<file path="config.mk">
export PLATFORM = sky130hd
export DESIGN_NAME = ecc_top
export DESIGN_NICKNAME = d
export VERILOG_FILES = /design/src/rtl/ecc_pkg.sv /design/src/rtl/ecc_top.sv
export SDC_FILE = /design/constraint.sdc
export NUM_CORES = 1
export LEC_CHECK = 0
export BUFFER_PORTS_ARGS = -buffer_cell sky130_fd_sc_hd__buf_2
export CORE_MARGIN = 1
export CORE_UTILIZATION = 54
export CTS_CLUSTER_SIZE = 14
export DETAILED_ROUTE_END_ITERATION = 8
export PLACE_DENSITY = 0.8
export SETUP_SLACK_MARGIN = 0.05
export SYNTH_ARGS = -nofsm -noshare
export SYNTH_HDL_FRONTEND = slang
export SYNTH_SLANG_ARGS = --single-unit
</file>
<file path="constraint.sdc">
create_clock -name clock -period 7.4 [get_ports clock]
set_input_delay 0.37 -clock clock [delete_from_list [all_inputs] [get_ports clock]]
set_output_delay 0.37 -clock clock [all_outputs]
set_load 0.03 [all_outputs]
</file>
<file path="src/rtl/ecc_pkg.sv">
// Register map, field layout and types of the event counter control block
package ecc_pkg;
    localparam int unsigned ADDR_W = 12;
    // Register indices; byte address is four times the index
    localparam logic [9:0] IDX_CTRL = 10'h100;
    localparam logic [9:0] IDX_IOC  = 10'h101;
    localparam logic [9:0] IDX_MODE = 10'h102;
    localparam logic [9:0] IDX_PRE  = 10'h103;
    localparam logic [9:0] IDX_MAIN = 10'h104;
    localparam logic [9:0] IDX_IST  = 10'h105;
    localparam logic [9:0] IDX_IMSK = 10'h106;
    localparam logic [9:0] IDX_PORT = 10'h107;
    // Control register bits
    localparam int unsigned B_EN   = 0;
    localparam int unsigned B_RUN  = 1;
    localparam int unsigned B_STOP = 2;
    localparam int unsigned B_EDGF = 4;
    localparam int unsigned B_UNDF = 5;
    // Mode values and fields
    localparam logic [2:0] MODE_EVENT = 3'h2;
    localparam logic [7:0] MODE_KEEP  = 8'hf7;
    localparam logic [7:0] CTRL_KEEP  = 8'h30;
    localparam logic [7:0] CNT_FULL   = 8'hff;
    localparam logic [7:0] RST_BYTE   = 8'h00;
    // Filter sampling dividers
    localparam logic [1:0] FILT_OFF  = 2'h0;
    localparam logic [1:0] FILT_F1   = 2'h1;
    localparam logic [1:0] FILT_F8   = 2'h2;
    localparam logic [4:0] DIV_F8    = 5'h07;
    localparam logic [4:0] DIV_F32   = 5'h1f;
    // Interrupt status bits
    localparam int unsigned IRQ_UNDER = 0;
    localparam int unsigned IRQ_EDGE  = 1;
    localparam int unsigned IRQ_N     = 2;

    // I/O control register layout
    typedef struct packed {
        logic       rsvd;
        logic       rsvd2;
        logic [1:0] filt_sel;
        logic       pin_sel;
        logic       pulse_oe;
        logic       io_out_ctl;
        logic       edge_pol;
    } ecc_ioc_t;

    // Pending write of a counter during counting
    typedef enum logic [1:0] {WR_IDLE, WR_PEND, WR_XFER} ecc_wr_t;
endpackage

</file>
<file path="src/rtl/ecc_top.sv">
// Event counter control: registers, input select and filter, counters, pulse out
//
// Summary of operation
// RULE1: Mode write resets pulse pin to start level
// RULE2: Enable bit runs counter; clear halts
// RULE3: Read-only flag shows counting in progress
// RULE4: Forced stop halts at once, reads zero
// RULE5: Unassigned control bits read zero
// RULE6: Software keeps edge judgment flag zero
// RULE7: Software keeps underflow flag zero
// RULE8: Polarity zero: rising edges, output starts low
// RULE9: Software keeps output control bit zero
// RULE10: Output enable picks port data or pulse
// RULE11: Select bit routes one of two pins
// RULE12: Two-bit field sets filter and sample rate
// RULE13: Prescaler then timer decrement, reload on underflow
// RULE14: Forced stop loads both counters with FFh
// RULE15: Mode field 010 selects event counting
// RULE16: Counting writes reach counter over two edges
// RULE17: Status flag ignores writes, follows internal state
//
// Register access over Avalon-MM is this design's own decision.
`timescale 1ns/10ps
module ecc_top #(
    parameter int unsigned SYNC_N = 3
) (
    input  wire logic                       clock,
    input  wire logic                       reset,
    input  wire logic [ecc_pkg::ADDR_W-1:0] address,
    input  wire logic                       read,
    input  wire logic                       write,
    input  wire logic [31:0]                writedata,
    output logic [31:0]                     readdata,
    output logic                            waitrequest,
    input  wire logic                       count_pin_a,
    input  wire logic                       count_pin_b,
    output logic                            pulse_output_pin,
    output logic                            irq
);
    // Register index decode, shared by read and write paths
    function automatic logic hit(input logic [ecc_pkg::ADDR_W-1:0] a,
                                 input logic [9:0] idx);
        hit = (a[ecc_pkg::ADDR_W-1:2] == idx);
    endfunction

    logic                 wait_q;
    logic [31:0]          rdata_q;
    logic                 en_q;
    logic                 run_q;
    logic [7:0]           ctrl_keep_q;
    ecc_pkg::ecc_ioc_t    ioc_q;
    logic [7:0]           mode_q;
    logic [7:0]           pre_q;
    logic [7:0]           pre_rl_q;
    logic [7:0]           main_q;
    logic [7:0]           main_rl_q;
    logic [7:0]           pre_new_q;
    logic [7:0]           main_new_q;
    logic                 pre_wr_q;
    logic                 main_wr_q;
    ecc_pkg::ecc_wr_t     wr_q;
    logic [ecc_pkg::IRQ_N-1:0] ist_q;
    logic [ecc_pkg::IRQ_N-1:0] imsk_q;
    logic                 port_q;
    logic                 pulse_q;
    logic                 pin_q;
    logic                 irq_q;
    logic [SYNC_N-1:0]    sync_a_q;
    logic [SYNC_N-1:0]    sync_b_q;
    logic                 lvl_a_q;
    logic                 lvl_b_q;
    logic [4:0]           div_q;
    logic [2:0]           samp_q;
    logic                 filt_q;
    logic                 prev_q;

    // Bus handshake: one wait state, then the access completes
    wire acc   = read | write;
    wire done  = acc & ~wait_q;
    wire wr_en = write & ~wait_q;
    wire w_ctl = wr_en & hit(address, ecc_pkg::IDX_CTRL);
    wire w_ioc = wr_en & hit(address, ecc_pkg::IDX_IOC);
    wire w_mod = wr_en & hit(address, ecc_pkg::IDX_MODE);
    wire w_pre = wr_en & hit(address, ecc_pkg::IDX_PRE);
    wire w_man = wr_en & hit(address, ecc_pkg::IDX_MAIN);
    wire w_ist = wr_en & hit(address, ecc_pkg::IDX_IST);
    wire w_msk = wr_en & hit(address, ecc_pkg::IDX_IMSK);
    wire w_prt = wr_en & hit(address, ecc_pkg::IDX_PORT);
    wire [7:0] wd = writedata[7:0];

    // Forced stop has priority over a simultaneous start
    wire fstop   = w_ctl & wd[ecc_pkg::B_STOP];                          // RULE4
    wire ev_mode = (mode_q[2:0] == ecc_pkg::MODE_EVENT);                 // RULE15
    wire counting = run_q & ev_mode;

    // Read mux; unassigned bits and unmapped addresses read zero
    wire [7:0] ctrl_rd = (ctrl_keep_q & ecc_pkg::CTRL_KEEP)
                       | {6'h00, counting, en_q};                        // RULE3 RULE5
    wire [7:0] rd_mux =
        hit(address, ecc_pkg::IDX_CTRL) ? ctrl_rd :
        hit(address, ecc_pkg::IDX_IOC)  ? {2'h0, ioc_q[5:0]} :
        hit(address, ecc_pkg::IDX_MODE) ? (mode_q & ecc_pkg::MODE_KEEP) :
        hit(address, ecc_pkg::IDX_PRE)  ? pre_q :
        hit(address, ecc_pkg::IDX_MAIN) ? main_q :
        hit(address, ecc_pkg::IDX_IST)  ? {6'h00, ist_q} :
        hit(address, ecc_pkg::IDX_IMSK) ? {6'h00, imsk_q} :
        hit(address, ecc_pkg::IDX_PORT) ? {7'h00, port_q} : ecc_pkg::RST_BYTE;

    // Pin select before filtering; only settled sync levels are used
    wire pin_lvl = ioc_q.pin_sel ? lvl_b_q : lvl_a_q;                    // RULE11
    wire samp_en = (ioc_q.filt_sel == ecc_pkg::FILT_F1)
                 | ((ioc_q.filt_sel == ecc_pkg::FILT_F8) ? (div_q[2:0] == ecc_pkg::DIV_F8[2:0])
                                                         : (div_q == ecc_pkg::DIV_F32));
    wire filt_on = (ioc_q.filt_sel != ecc_pkg::FILT_OFF);                // RULE12
    wire agree   = (samp_q == 3'h7) | (samp_q == 3'h0);
    wire in_lvl  = filt_on ? filt_q : pin_lvl;

    // Active edge: rising when polarity is zero, falling otherwise
    wire rise  = in_lvl & ~prev_q;
    wire fall  = ~in_lvl & prev_q;
    wire edge_ev = counting & (ioc_q.edge_pol ? fall : rise);            // RULE8

    // Decrement chain; timer steps only on prescaler underflow
    wire step    = edge_ev & (wr_q == ecc_pkg::WR_IDLE);
    wire pre_uf  = step & (pre_q == 8'h00);                              // RULE13
    wire main_uf = pre_uf & (main_q == 8'h00);
    wire [7:0] pre_dec  = pre_q - 8'h01;
    wire [7:0] main_dec = main_q - 8'h01;
    wire [ecc_pkg::IRQ_N-1:0] ev_set = {edge_ev, main_uf};

    // Bus handshake and read data capture
    always_ff @(posedge clock or posedge reset)
    begin
        if (reset)
        begin
            wait_q  <= 1'b1;
            rdata_q <= 32'h0000_0000;
        end
        else
        begin
            wait_q  <= ~(acc & wait_q);
            rdata_q <= {24'h00_0000, rd_mux};
        end
    end

    // Control register; running flag is never written by software
    always_ff @(posedge clock or posedge reset)
    begin
        if (reset)
        begin
            en_q        <= 1'b0;
            run_q       <= 1'b0;
            ctrl_keep_q <= ecc_pkg::RST_BYTE;
        end
        else
        begin
            if (fstop)
                en_q <= 1'b0;                                            // RULE4
            else if (w_ctl)
                en_q <= wd[ecc_pkg::B_EN];                               // RULE2
            if (w_ctl)
                ctrl_keep_q <= wd;                                       // RULE6 RULE7
            run_q <= en_q & ~fstop;                                      // RULE3 RULE17
        end
    end

    // Configuration registers
    always_ff @(posedge clock or posedge reset)
    begin
        if (reset)
        begin
            ioc_q  <= '0;
            mode_q <= ecc_pkg::RST_BYTE;
            imsk_q <= '0;
            port_q <= 1'b0;
        end
        else
        begin
            if (w_ioc)
                ioc_q <= ecc_pkg::ecc_ioc_t'(wd);                        // RULE9
            if (w_mod)
                mode_q <= wd;
            if (w_msk)
                imsk_q <= wd[ecc_pkg::IRQ_N-1:0];
            if (w_prt)
                port_q <= wd[0];
        end
    end

    // Three-stage synchronisers; level moves when stages two and three agree
    always_ff @(posedge clock or posedge reset)
    begin
        if (reset)
        begin
            sync_a_q <= '0;
            sync_b_q <= '0;
            lvl_a_q  <= 1'b0;
            lvl_b_q  <= 1'b0;
        end
        else
        begin
            sync_a_q <= {sync_a_q[SYNC_N-2:0], count_pin_a};
            sync_b_q <= {sync_b_q[SYNC_N-2:0], count_pin_b};
            if (sync_a_q[SYNC_N-1] == sync_a_q[SYNC_N-2])
                lvl_a_q <= sync_a_q[SYNC_N-1];
            if (sync_b_q[SYNC_N-1] == sync_b_q[SYNC_N-2])
                lvl_b_q <= sync_b_q[SYNC_N-1];
        end
    end

    // Digital filter: three equal samples at the chosen rate
    always_ff @(posedge clock or posedge reset)
    begin
        if (reset)
        begin
            div_q  <= 5'h00;
            samp_q <= 3'h0;
            filt_q <= 1'b0;
            prev_q <= 1'b0;
        end
        else
        begin
            div_q  <= div_q + 5'h01;
            prev_q <= in_lvl;
            if (samp_en)
                samp_q <= {samp_q[1:0], pin_lvl};                        // RULE12
            if (agree)
                filt_q <= samp_q[0];
        end
    end

    // Counters, reloads and the deferred write path
    always_ff @(posedge clock or posedge reset)
    begin
        if (reset)
        begin
            pre_q      <= ecc_pkg::CNT_FULL;
            pre_rl_q   <= ecc_pkg::CNT_FULL;
            main_q     <= ecc_pkg::CNT_FULL;
            main_rl_q  <= ecc_pkg::CNT_FULL;
            pre_new_q  <= ecc_pkg::CNT_FULL;
            main_new_q <= ecc_pkg::CNT_FULL;
            pre_wr_q   <= 1'b0;
            main_wr_q  <= 1'b0;
            wr_q       <= ecc_pkg::WR_IDLE;
        end
        else if (fstop)
        begin
            pre_q  <= ecc_pkg::CNT_FULL;                                 // RULE14
            main_q <= ecc_pkg::CNT_FULL;
            pre_wr_q  <= 1'b0;
            main_wr_q <= 1'b0;
            wr_q   <= ecc_pkg::WR_IDLE;
        end
        else if ((w_pre | w_man) & counting)
        begin
            if (w_pre)
            begin
                pre_new_q <= wd;                                         // RULE16
                pre_wr_q  <= 1'b1;
            end
            if (w_man)
            begin
                main_new_q <= wd;
                main_wr_q  <= 1'b1;
            end
            wr_q <= ecc_pkg::WR_PEND;
        end
        else if (w_pre | w_man)
        begin
            if (w_pre)
            begin
                pre_q    <= wd;
                pre_rl_q <= wd;
            end
            if (w_man)
            begin
                main_q    <= wd;
                main_rl_q <= wd;
            end
        end
        else if (edge_ev)
        begin
            case (wr_q)
                ecc_pkg::WR_PEND:
                begin
                    if (pre_wr_q)
                        pre_rl_q <= pre_new_q;                           // RULE16
                    if (main_wr_q)
                        main_rl_q <= main_new_q;
                    wr_q <= ecc_pkg::WR_XFER;
                end
                ecc_pkg::WR_XFER:
                begin
                    pre_q     <= pre_rl_q;
                    main_q    <= main_rl_q;
                    pre_wr_q  <= 1'b0;
                    main_wr_q <= 1'b0;
                    wr_q      <= ecc_pkg::WR_IDLE;
                end
                default:
                begin
                    pre_q <= pre_uf ? pre_rl_q : pre_dec;                // RULE13
                    if (pre_uf)
                        main_q <= main_uf ? main_rl_q : main_dec;
                end
            endcase
        end
    end

    // Pulse output inverts on underflow; mode write restores start level
    always_ff @(posedge clock or posedge reset)
    begin
        if (reset)
        begin
            pulse_q <= 1'b0;
            pin_q   <= 1'b0;
        end
        else
        begin
            if (w_mod)
                pulse_q <= ioc_q.edge_pol;                               // RULE1 RULE8
            else if (main_uf)
                pulse_q <= ~pulse_q;
            pin_q <= ioc_q.pulse_oe ? pulse_q : port_q;                  // RULE10
        end
    end

    // Sticky interrupt status; a new event beats a same-cycle clear
    always_ff @(posedge clock or posedge reset)
    begin
        if (reset)
        begin
            ist_q <= '0;
            irq_q <= 1'b0;
        end
        else
        begin
            ist_q <= (ist_q & ~(w_ist ? wd[ecc_pkg::IRQ_N-1:0] : '0)) | ev_set;
            irq_q <= |(ist_q & imsk_q);
        end
    end

    assign readdata         = rdata_q;
    assign waitrequest      = wait_q;
    assign pulse_output_pin = pin_q;
    assign irq              = irq_q;
endmodule

</file>
After elaboration in Yosys (flattened, before gate mapping)
Index checks and enable logic that the tools add are counted.
W data, S select, Z words.

storage, ports and cells
  output and inout port bits = 35
  register bits = 109
  input bits = 50
  logic and storage cells = 181

cells by class
  bitwise gates (word level) = 36
  muxes and demuxes = 55
  reduce and logical (&&, ||, !) cells = 26
  add/sub/neg operators = 3
  equality and inequality tests = 27

operator list
  kind                   number
  $mux W8                26
  $eq A10 B9 Y1 const B  8
  $pmux W8 S2            2
  $and A1 B1 Y1          20
  $mux W1                19
  $logic_not A8 Y1       2
  $sub A8 B1 Y8 const B  2
  $ne A3 B3 Y1 const B   5
  $mux W2                7
  $reduce_bool A2 Y1     7
  $reduce_and A4 Y1      3
  $reduce_and A6 Y1      2
  $reduce_and A3 Y1      3
  $reduce_bool A3 Y1     3
  $reduce_bool A4 Y1     2
  $not A1 Y1             7
  $eq A3 B3 Y1 const B   2
  $ne A2 B2 Y1 const B   3
  $or A6 B2 Y6           1
  $add A5 B1 Y5 const B  1
  $eq A5 B5 Y1 const B   1
  $reduce_and A5 Y1      1
  $and A2 B2 Y2          2
  $eq A2 B1 Y1 const B   2
  11 further kinds       16

Longest topological paths before layout
Gate-level depths: netlist (run 1).

  word-level depth = 16
  mapped depth = 9
  gate-level depth less buffers = 8

Worst setup path after synthesis (run 1)
OpenSTA, ideal clock, no wires.

  kind = input -> register
  start point = input address[8] (netlist bit)
  end point = register pre_q[3]
  path slack = 4996 ps
  setup time = 83 ps
  buffers on the path = 1
  arrival = 2321 ps
  stages = 7
  required time = 7317 ps
  cell sequence = nor4b_4 -> nand2_2 -> o31a_1 -> or2_0 -> clkbuf_2 -> or4_1 -> o32a_1

on the way
  cells in the longest elaborated chain, start to end = 6
  elaborated cells on any way between the ends = 17
  those cells by class = eq/ne (6); mux (3); bitwise (6); reduce/logical (2)

RTL lines
  item                                                           line                            text
  start: declaration                                             ecc_top.sv:29                   input wire logic [ecc_pkg::ADDR_W-1:0] address,
  $eq A10 B9 Y1                                                  ecc_top.sv:43                   hit = (a[ecc_pkg::ADDR_W-1:2] == idx);
  $and A1 B1 Y1, on equally long branches                        ecc_top.sv:84, ecc_top.sv:85
  $or A1 B1 Y1                                                   ecc_top.sv:255, ecc_top.sv:269
  $and A1 B1 Y1 / $mux W8 (equally long branches)                ecc_top.sv:255, ecc_top.sv:269
  $ne A2 B2 Y1 (no line) / $mux W8 (equally long branches)       --
  $reduce_and A4 Y1 (no line) / $mux W8 (equally long branches)  --
  end signal: assignment                                         ecc_top.sv:249                  pre_q <= ecc_pkg::CNT_FULL;
  end signal: assignment                                         ecc_top.sv:273                  pre_q <= wd;
  end signal: assignment                                         ecc_top.sv:295                  pre_q <= pre_rl_q;
  end: declaration                                               ecc_top.sv:53                   logic [7:0] pre_q;

Several ways; a longest one is shown, not always the timed one. The select of a mux whose other input is x is not followed.
A chain may end at the register's enable or synchronous reset.

Final worst setup path (run 1)
  start point = register wait_q (netlist: waitrequest)
  end point = register pre_q[0]

on the way
  cells in the longest elaborated chain, start to end = 7
  elaborated cells on any way between the ends = 16
  those cells by class = eq/ne (3); mux (3); bitwise (8); reduce/logical (2)

RTL lines
  item                                                           line                            text
  start: declaration                                             ecc_top.sv:46                   logic wait_q;
  start signal: assignment                                       ecc_top.sv:141                  wait_q <= ~(acc & wait_q);
  $not A1 Y1 *                                                   ecc_top.sv:80                   wire wr_en = write & ~wait_q;
  $and A1 B1 Y1 *                                                ecc_top.sv:80
  $and A1 B1 Y1, on equally long branches                        ecc_top.sv:84, ecc_top.sv:85
  $or A1 B1 Y1                                                   ecc_top.sv:255, ecc_top.sv:269
  $and A1 B1 Y1 / $mux W8 (equally long branches)                ecc_top.sv:255, ecc_top.sv:269
  $ne A2 B2 Y1 (no line) / $mux W8 (equally long branches)       --
  $reduce_and A4 Y1 (no line) / $mux W8 (equally long branches)  --

Every way passes the cells marked *; elsewhere a longest branch is shown, timed or not. The select of a mux whose other input is x is not followed.

==> metrics.yaml, run 1 <==
synthesis:
  synth_top_area_share_pct: 24.8
  yosysWarningCount: 0
  synthAdderAreaFrac_pct: 2.61
  yosys_register_bits: 104
  synth_simple_gate_area_share_pct: 14.8
  synth_area_leaders: "dfrtp_1, dfstp_2, mux2_2, mux2i_1, buf_4"
  synthArstFlopShare_pct: 100
  yosysTopAreaCell: "dfrtp_1"
  synth_xor_area_share_pct: 2.05
  yosys.cell_types.count: 72
  synth_top_family_by_area: "simple AND/OR/NAND/NOR gates"
  synth_edf_count: 0
  syn_avg_cell_area_sq_um: 10.6
  synthCells: 524
  synth.area.mux_share_pct: 11.5
  synthesis.area_sq_um: 5560
  synthFlopType: "dfrtp_1"
  synth_compound_area_share_pct: 14.1
  ys_seq_area_share_pct: 47.9
detailed_routing:
  drc: 0
  via_per_inst: 6.12
  drtIter0Drc: 378
  first_pass_iters: 5
  route.vias.total: 4190
  routedWlPerCell_um: 19.1
  wl_um: 13100
  ant_nets: 0
critical_path:
  cp-startpoint: "waitrequest"
  reg2reg_slack_ps: 4270
  endpoint_kind: "register"
  cpMostUsedCell: "nor2_1"
  worstReg2RegStart: "waitrequest"
  worst-setup-path-type: "reg2reg"
  cp.arrival_ps: 3440
  worst_setup_path_start_kind: "register"
  crit_fanout: 12
  cpMaxStageDelayCell: "nor2b_1"
  crit_chain: "nor2b_1 > o2111ai_2 > nor2_1 > or2_0 > nor2_1 > mux2_2"
  critPathRequiredTime_ps: 7720
  worst_path_largest_cell_delay_ps: 540
floorplan:
  start_util_pct: 56.4
  ios: 85
  die_w_um: 103
  core_area_sq_um: 9860
  fp.dieArea_sq_um: 10700
  rows: 36
  die_h_um: 103
placement:
  gp_congestion: 0.933
  dp_hpwl_um: 9240
  dpl-instance-area_sq_um: 5730
  place.port_buffers: 34
  place_inst: 669
sta:
  fin_hold_ws_ps: 61.9
  post-route-min-period_ps: 3130
  rsz0062_at_grt: "no"
  clock_skew_ps: 19.0
  hold_viol: 0
  setup_viol: 0
  slew-limit-headroom_pct: 33.9
  fmax_mhz: 320
  drv_slew: 0
  fin_crit_sh_pct: 42.3
  tns_ps: 0
  worst_pin_slew_ps: 986
power:
  intPower_uw: 728
  ir_drop_mv: 0.0890
  p_switching_uw: 276
  clkPwrFrac_pct: 33.8
  sw_frac_of_total_pct: 27.5
  seqPwrFrac_pct: 58.6
  leakage_nw: 2.61
  comb_power_share_pct: 7.5
  power_density_nw_per_um2: 170
finish:
  multi_input_area_sq_um: 2600
  final_cell_area_sq_um: 5920
  drive_gt1_share_pct: 29.2
  fin_cells: 685
  layout_commonest_cell: "dfrtp_1"
  regArea_sq_um: 2660
  finalNetCount: 607
  n_antenna_cell: 0
  fillers: 835
  final_cell_mix: "dfrtp_1, dfstp_2, mux2_2"
  area_growth_pct: 6.41
grt:
  grt_overflow: 0
  grt_max_degree: 55
  antenna_found_initial: 1
  grt_pass1_wl_um: 20900
  grt_pass1_vias: 3947
  grt_use_total_pct: 26.6
clock_tree:
  ctsResizeCount: 0
  cts_hold_buffers: 0
  cts_tree: "yes"
  htreeDepth: 3
  clkLatencyLatePin_ps: 380
  clockRootBuffer: "clkbuf_8"
  clkTransAtPathRegs_ps: 110
  cts_buffer_depth: 2
  cts_inserted_buffers: 9
  clock_sinks: 104
  cts_setup_buffers: 0
flow_run:
  max_cap_viol_count: 0
worst_hold_path:
  hp-class: "in2async"
run_status:
  outcome: "completed"
metal layers:
layer | up-vias | wire (um) | track usage [%]
met5 | - | 0 | 0
met2 | 209 | 5940 | 39.4
li1 | 1890 | - | -
met3 | 41 | 1010 | 6.92
met4 | 0 | 484 | 12.6
met1 | 2050 | 5670 | 36.6
registers in the layout, summed over array words and instances (netlist names), 2 cells and up:
| register | flops |
|---|---|
| imsk_q | 2 |
| sync_a_q | 3 |
| wr_q | 2 |
| readdata | 8 |
| ioc_q | 6 |
| main_q | 8 |
| pre_rl_q | 8 |
| pre_q | 8 |
| main_rl_q | 8 |
| sync_b_q | 3 |
| samp_q | 3 |
| main_new_q | 8 |
| mode_q | 7 |
| div_q | 5 |
| pre_new_q | 8 |
| ist_q | 2 |
| ctrl_keep_q | 2 |
through the flow:
stage	util (%)	total power, mW	worst slack, ps
3_5_place_dp	58.1	0.673	4080
2_1_floorplan	-	0.658	4380
5_1_grt	60.0	1.04	4180
3_3_place_gp	58.1	0.670	4110
4_1_cts	60.0	1.01	4360
6_report	60.0	1.00	4270
final cells by class:
class	instances	share of cell area (%)
multi-input cells	367	44.0
flip-flops and latches	104	45.0
clock buffers	10	2.16
repair buffers	37	3.26
well taps	133	2.81
inverters	28	1.82
clock inverters	6	0.909
path summary, 6_finish.rpt:
kind                          endpoint  cells after the start
max in group asynchronous    mode_q[7]                      3
max                           pre_q[0]                      6
max reg2reg                   pre_q[0]                      6
min in group clock         sync_b_q[0]                      1
min                           ioc_q[4]                      2
min reg2reg                sync_b_q[1]                      0
cells by family (layout without fill, tap and decap cells):
kind of cell	count (synthesis)	after routing
multiplexers	58	58
adder cells (fa/ha/maj)	12	12
other	1	24
buffers and inverters	76	81
AO/OA/AOI/OAI	111	111
XOR/XNOR	13	13
flip-flops	104	104
AND/OR/NAND/NOR	149	149
worst max-delay path: cells and delay by family, from the launching register on:
family             cells  cell delay (ps)
muxes                  1              330
AOI/OAI and AO/OA      1              500
and+or+nand+nor        4             1830
DFF                    1              390
cells in the mapped netlist, drive strengths merged (7+ instances only):
cell / instances
clkbuf: 15
nor4: 7
a21oi: 37
nand2: 25
inv: 28
xnor2: 8
nand3: 7
mux2: 39
mux2i: 18
or2: 7
ha: 10
and2: 9
o21ai: 20
dfstp: 49
nand4: 8
dfrtp: 55
a31oi: 8
a22oi: 7
nor2: 36
nor3: 12
buf: 33
and3: 9
power by group through the flow:
| stage | sequential, mW | clock [mW] | combinational (mW) |
|---|---|---|---|
| final | 0.588 | 0.340 | 0.0758 |
| after global placement | 0.597 | 0 | 0.0730 |
| after floorplan | 0.597 | 0 | 0.0612 |
| after detailed placement | 0.598 | 0 | 0.0751 |
| after global routing | 0.590 | 0.368 | 0.0833 |
| after CTS | 0.588 | 0.343 | 0.0755 |
No activity file was read; power rests on OpenSTA's default activity.
==> run 2, diff against run 1 <==
--- a/config.mk
+++ b/config.mk
@@ -5,6 +5,7 @@
 export SDC_FILE = /design/constraint.sdc
 export NUM_CORES = 1
 export LEC_CHECK = 0
+export ABC_AREA = 1
 export BUFFER_PORTS_ARGS = -buffer_cell sky130_fd_sc_hd__buf_2
 export CORE_MARGIN = 1
 export CORE_UTILIZATION = 54
==> constraint.sdc (replaced) <==
create_clock -name clock -period 2.94 [get_ports clock]
set_input_delay 0.147 -clock clock [delete_from_list [all_inputs] [get_ports clock]]
set_output_delay 0.147 -clock clock [all_outputs]
set_load 0.03 [all_outputs]
==> metrics.yaml, run 2 <==
grt:
  grt_pass1_wl_um: 21600  # +3.4%
  grt_pass1_vias: 4562  # +16%
  grt_use_total_pct: 25.0  # -1.6 points
  grt_max_degree: 46  # -16%
  grt_overflow: 0  # unchanged
  antenna_found_initial: 0  # -1
synthesis:
  synth_most_common_cell: "nand2_1"
  syn_avg_cell_area_sq_um: 7.98  # -25%
  ys_top_cells_by_count: "nand2_1, inv_1, nor2_1"
  yosys.cell_types.count: 46  # -36%
  synthFlopType: "dfrtp_1"
  yosys_register_bits: 104  # unchanged
  synth_area_leaders: "dfrtp_1, dfstp_2, nand2_1, inv_1, nand3_1"
  yosysWarningCount: 0  # unchanged
  synthCells: 720  # +37%
  synthesis.area_sq_um: 5750  # +3.4%
  synth_edf_count: 0  # unchanged
  synthArstFlopShare_pct: 100  # unchanged
  ys_seq_area_share_pct: 46.4  # -1.6 points
  yosysTopAreaCell: "dfrtp_1"
  synth_top_area_share_pct: 24.0  # -0.80 points
finish:
  n_antenna_cell: 0  # unchanged
  final_util_pct: 59.7  # -0.28 points
  drive_gt1_share_pct: 19.6  # -9.6 points
  finalNetCount: 817  # +35%
  area_growth_pct: 7.25
  multi_input_area_sq_um: 2550  # -2.0%
  fillers: 893  # +6.9%
  layout_commonest_cell: "nand2_1"
  final_cell_mix: "nand2_1, inv_1, nor2_1"
  regArea_sq_um: 2660  # unchanged
power:
  intPower_mw: 1.87  # +160%
  power_density_nw_per_um2: 425  # +150%
  leakage_nw: 3.09  # +18%
  clkPwrFrac_pct: 33.7  # about the same
  p_switching_uw: 750  # +170%
  sw_frac_of_total_pct: 28.7  # +1.2 points
  ir_drop_mv: 0.301  # +240%
  seqPwrFrac_pct: 56.7  # -1.9 points
  comb_power_share_pct: 9.6  # +2.1 points
floorplan:
  ios: 85  # unchanged
  core_area_sq_um: 10300  # +4.7%
  die_w_um: 105  # +1.6%
  start_util_pct: 55.7  # -0.70 points
  rows: 37  # +2.8%
  die_h_um: 105  # +1.6%
  fp.dieArea_sq_um: 11100  # +3.3%
sta:
  hold_viol: 0  # unchanged
  tns_ps: 0  # unchanged
  fin_crit_sh_pct: 77.1  # +35 points
  worst_pin_slew_ps: 691  # -295 ps
  rsz0062_at_grt: "no"
  setup_viol: 0  # unchanged
  drv_slew: 0  # unchanged
  slew-limit-headroom_pct: 53.9  # +20 points
  clock_skew_ps: 10.7  # -8.27 ps
  fmax_mhz: 441  # +38%
  post-route-min-period_ps: 2270  # -862 ps
critical_path:
  crit_fanout: 20  # +8
  reg2reg_slack_ps: 670  # -3600 ps
  critPathRequiredTime_ps: 3260  # -4460 ps
  cp.arrival_ps: 2590  # -850 ps
  worst_setup_path_start_kind: "register"
  worst-setup-path-type: "reg2reg"
  endpoint_kind: "register"
flow_run:
  max_cap_viol_count: 0  # unchanged
clock_tree:
  clock_sinks: 104  # unchanged
  clkTransAtPathRegs_ps: 110  # about the same
  cts_inserted_buffers: 9  # unchanged
  clockRootBuffer: "clkbuf_8"
  cts_buffer_depth: 2  # unchanged
  ctsResizeCount: 0  # unchanged
  htreeDepth: 3  # unchanged
  cts_tree: "yes"
  clkLatencyLatePin_ps: 390  # about the same
placement:
  dp_hpwl_um: 9640  # +4.2%
  place.port_buffers: 34  # unchanged
  gp_congestion: 0.954  # +2.2%
detailed_routing:
  drtIter0Drc: 346  # -8.5%
  drc: 0  # unchanged
  wl_um: 12900  # -1.3%
  routedWlPerCell_um: 14.4  # -25%
  first_pass_iters: 5  # unchanged
  route.vias.total: 4801  # +15%
  via_per_inst: 5.35  # -13%
  ant_nets: 0  # unchanged
run_status:
  outcome: "completed"
worst_hold_path:
  hp-class: "in2reg"
[run 2: changes by cell type after synthesis, moves of 18 or more]
cell     delta
nor2_1     +31
o21ai_0    +20
mux2_2     -38
nand2_1   +171
inv_1      +57
nand3_1    +45
mux2i_1    -18
[run 2: worst max-delay path, cell delays in order (launching register included)]
cell	delay [ps]
dfstp_2	390
nor2_2	390
nand3_2	280
nand2_4	250
inv_2	210
o21ai_2	210
nand3b_4	230
nand2_1	160
o21ai_2	60
[run 2: kinds of logic after synthesis]
group	after synthesis	synth area share, %
flops	104	46.4
xor+xnor	11	1.68
buf+inv	130	10.7
fa+ha+maj	12	2.53
mux	1	0.196
simple gates	357	27.9
other cells	1	0.0653
compound gates	104	10.6
[run 2: timing repair]
item                      4_1_cts  5_1_grt
hold buffers                    5        0
hold endpoints to repair        8        0
setup buffers                   0        0
[run 2: power groups by stage]
stage	clock network (mW)	registers, mW	logic [mW]
after floorplan	0	1.51	0.200
after global placement	0	1.51	0.238
after detailed placement	0	1.51	0.244
after CTS	0.887	1.48	0.252
after global routing	0.947	1.49	0.279
final	0.882	1.48	0.252
[run 2: layer usage]
metal	GRT usage (%)	wire length (um)	vias up
met3	4.55	832	37
met4	12.9	469	0
met5	0	0	-
li1	-	-	2323
met2	39.6	6030	193
met1	33.0	5600	2248
[run 2: metrics by stage]
stage / cell area (sq um) / instances / total power, mW / setup WS (ps) / hold slack (ps)
2_1_floorplan: 5830 / 743 / 1.71 / 142 / 178
4_1_cts: 6160 / 898 / 2.62 / 705 / 39.4
3_3_place_gp: 5920 / 877 / 1.74 / 795 / 223
5_1_grt: 6160 / 898 / 2.71 / 465 / 22.7
6_report: 6160 / 898 / 2.62 / 674 / 33.8
3_5_place_dp: 5920 / 877 / 1.75 / 745 / 228
[run 2: final cells by class]
cell class              count  area share [%]
clock buffers              10            2.07
clock inverters             6           0.975
inverters                  91            5.62
multi-input cells         509            41.4
flip-flops and latches    104            43.2
well taps                 136            2.76
repair buffers             42            3.94
[run 2: worst paths after layout]
kind,startpoint,to,cells past startpoint
setup / recovery,waitrequest,pre_rl_q[1],8
hold / removal,writedata[4],ctrl_keep_q[4],3
setup reg to reg,waitrequest,pre_rl_q[1],8
hold reg to reg,sync_b_q[0],sync_b_q[1],0
max in group asynchronous,reset,pre_q[3],4
min in group asynchronous,reset,lvl_b_q,3
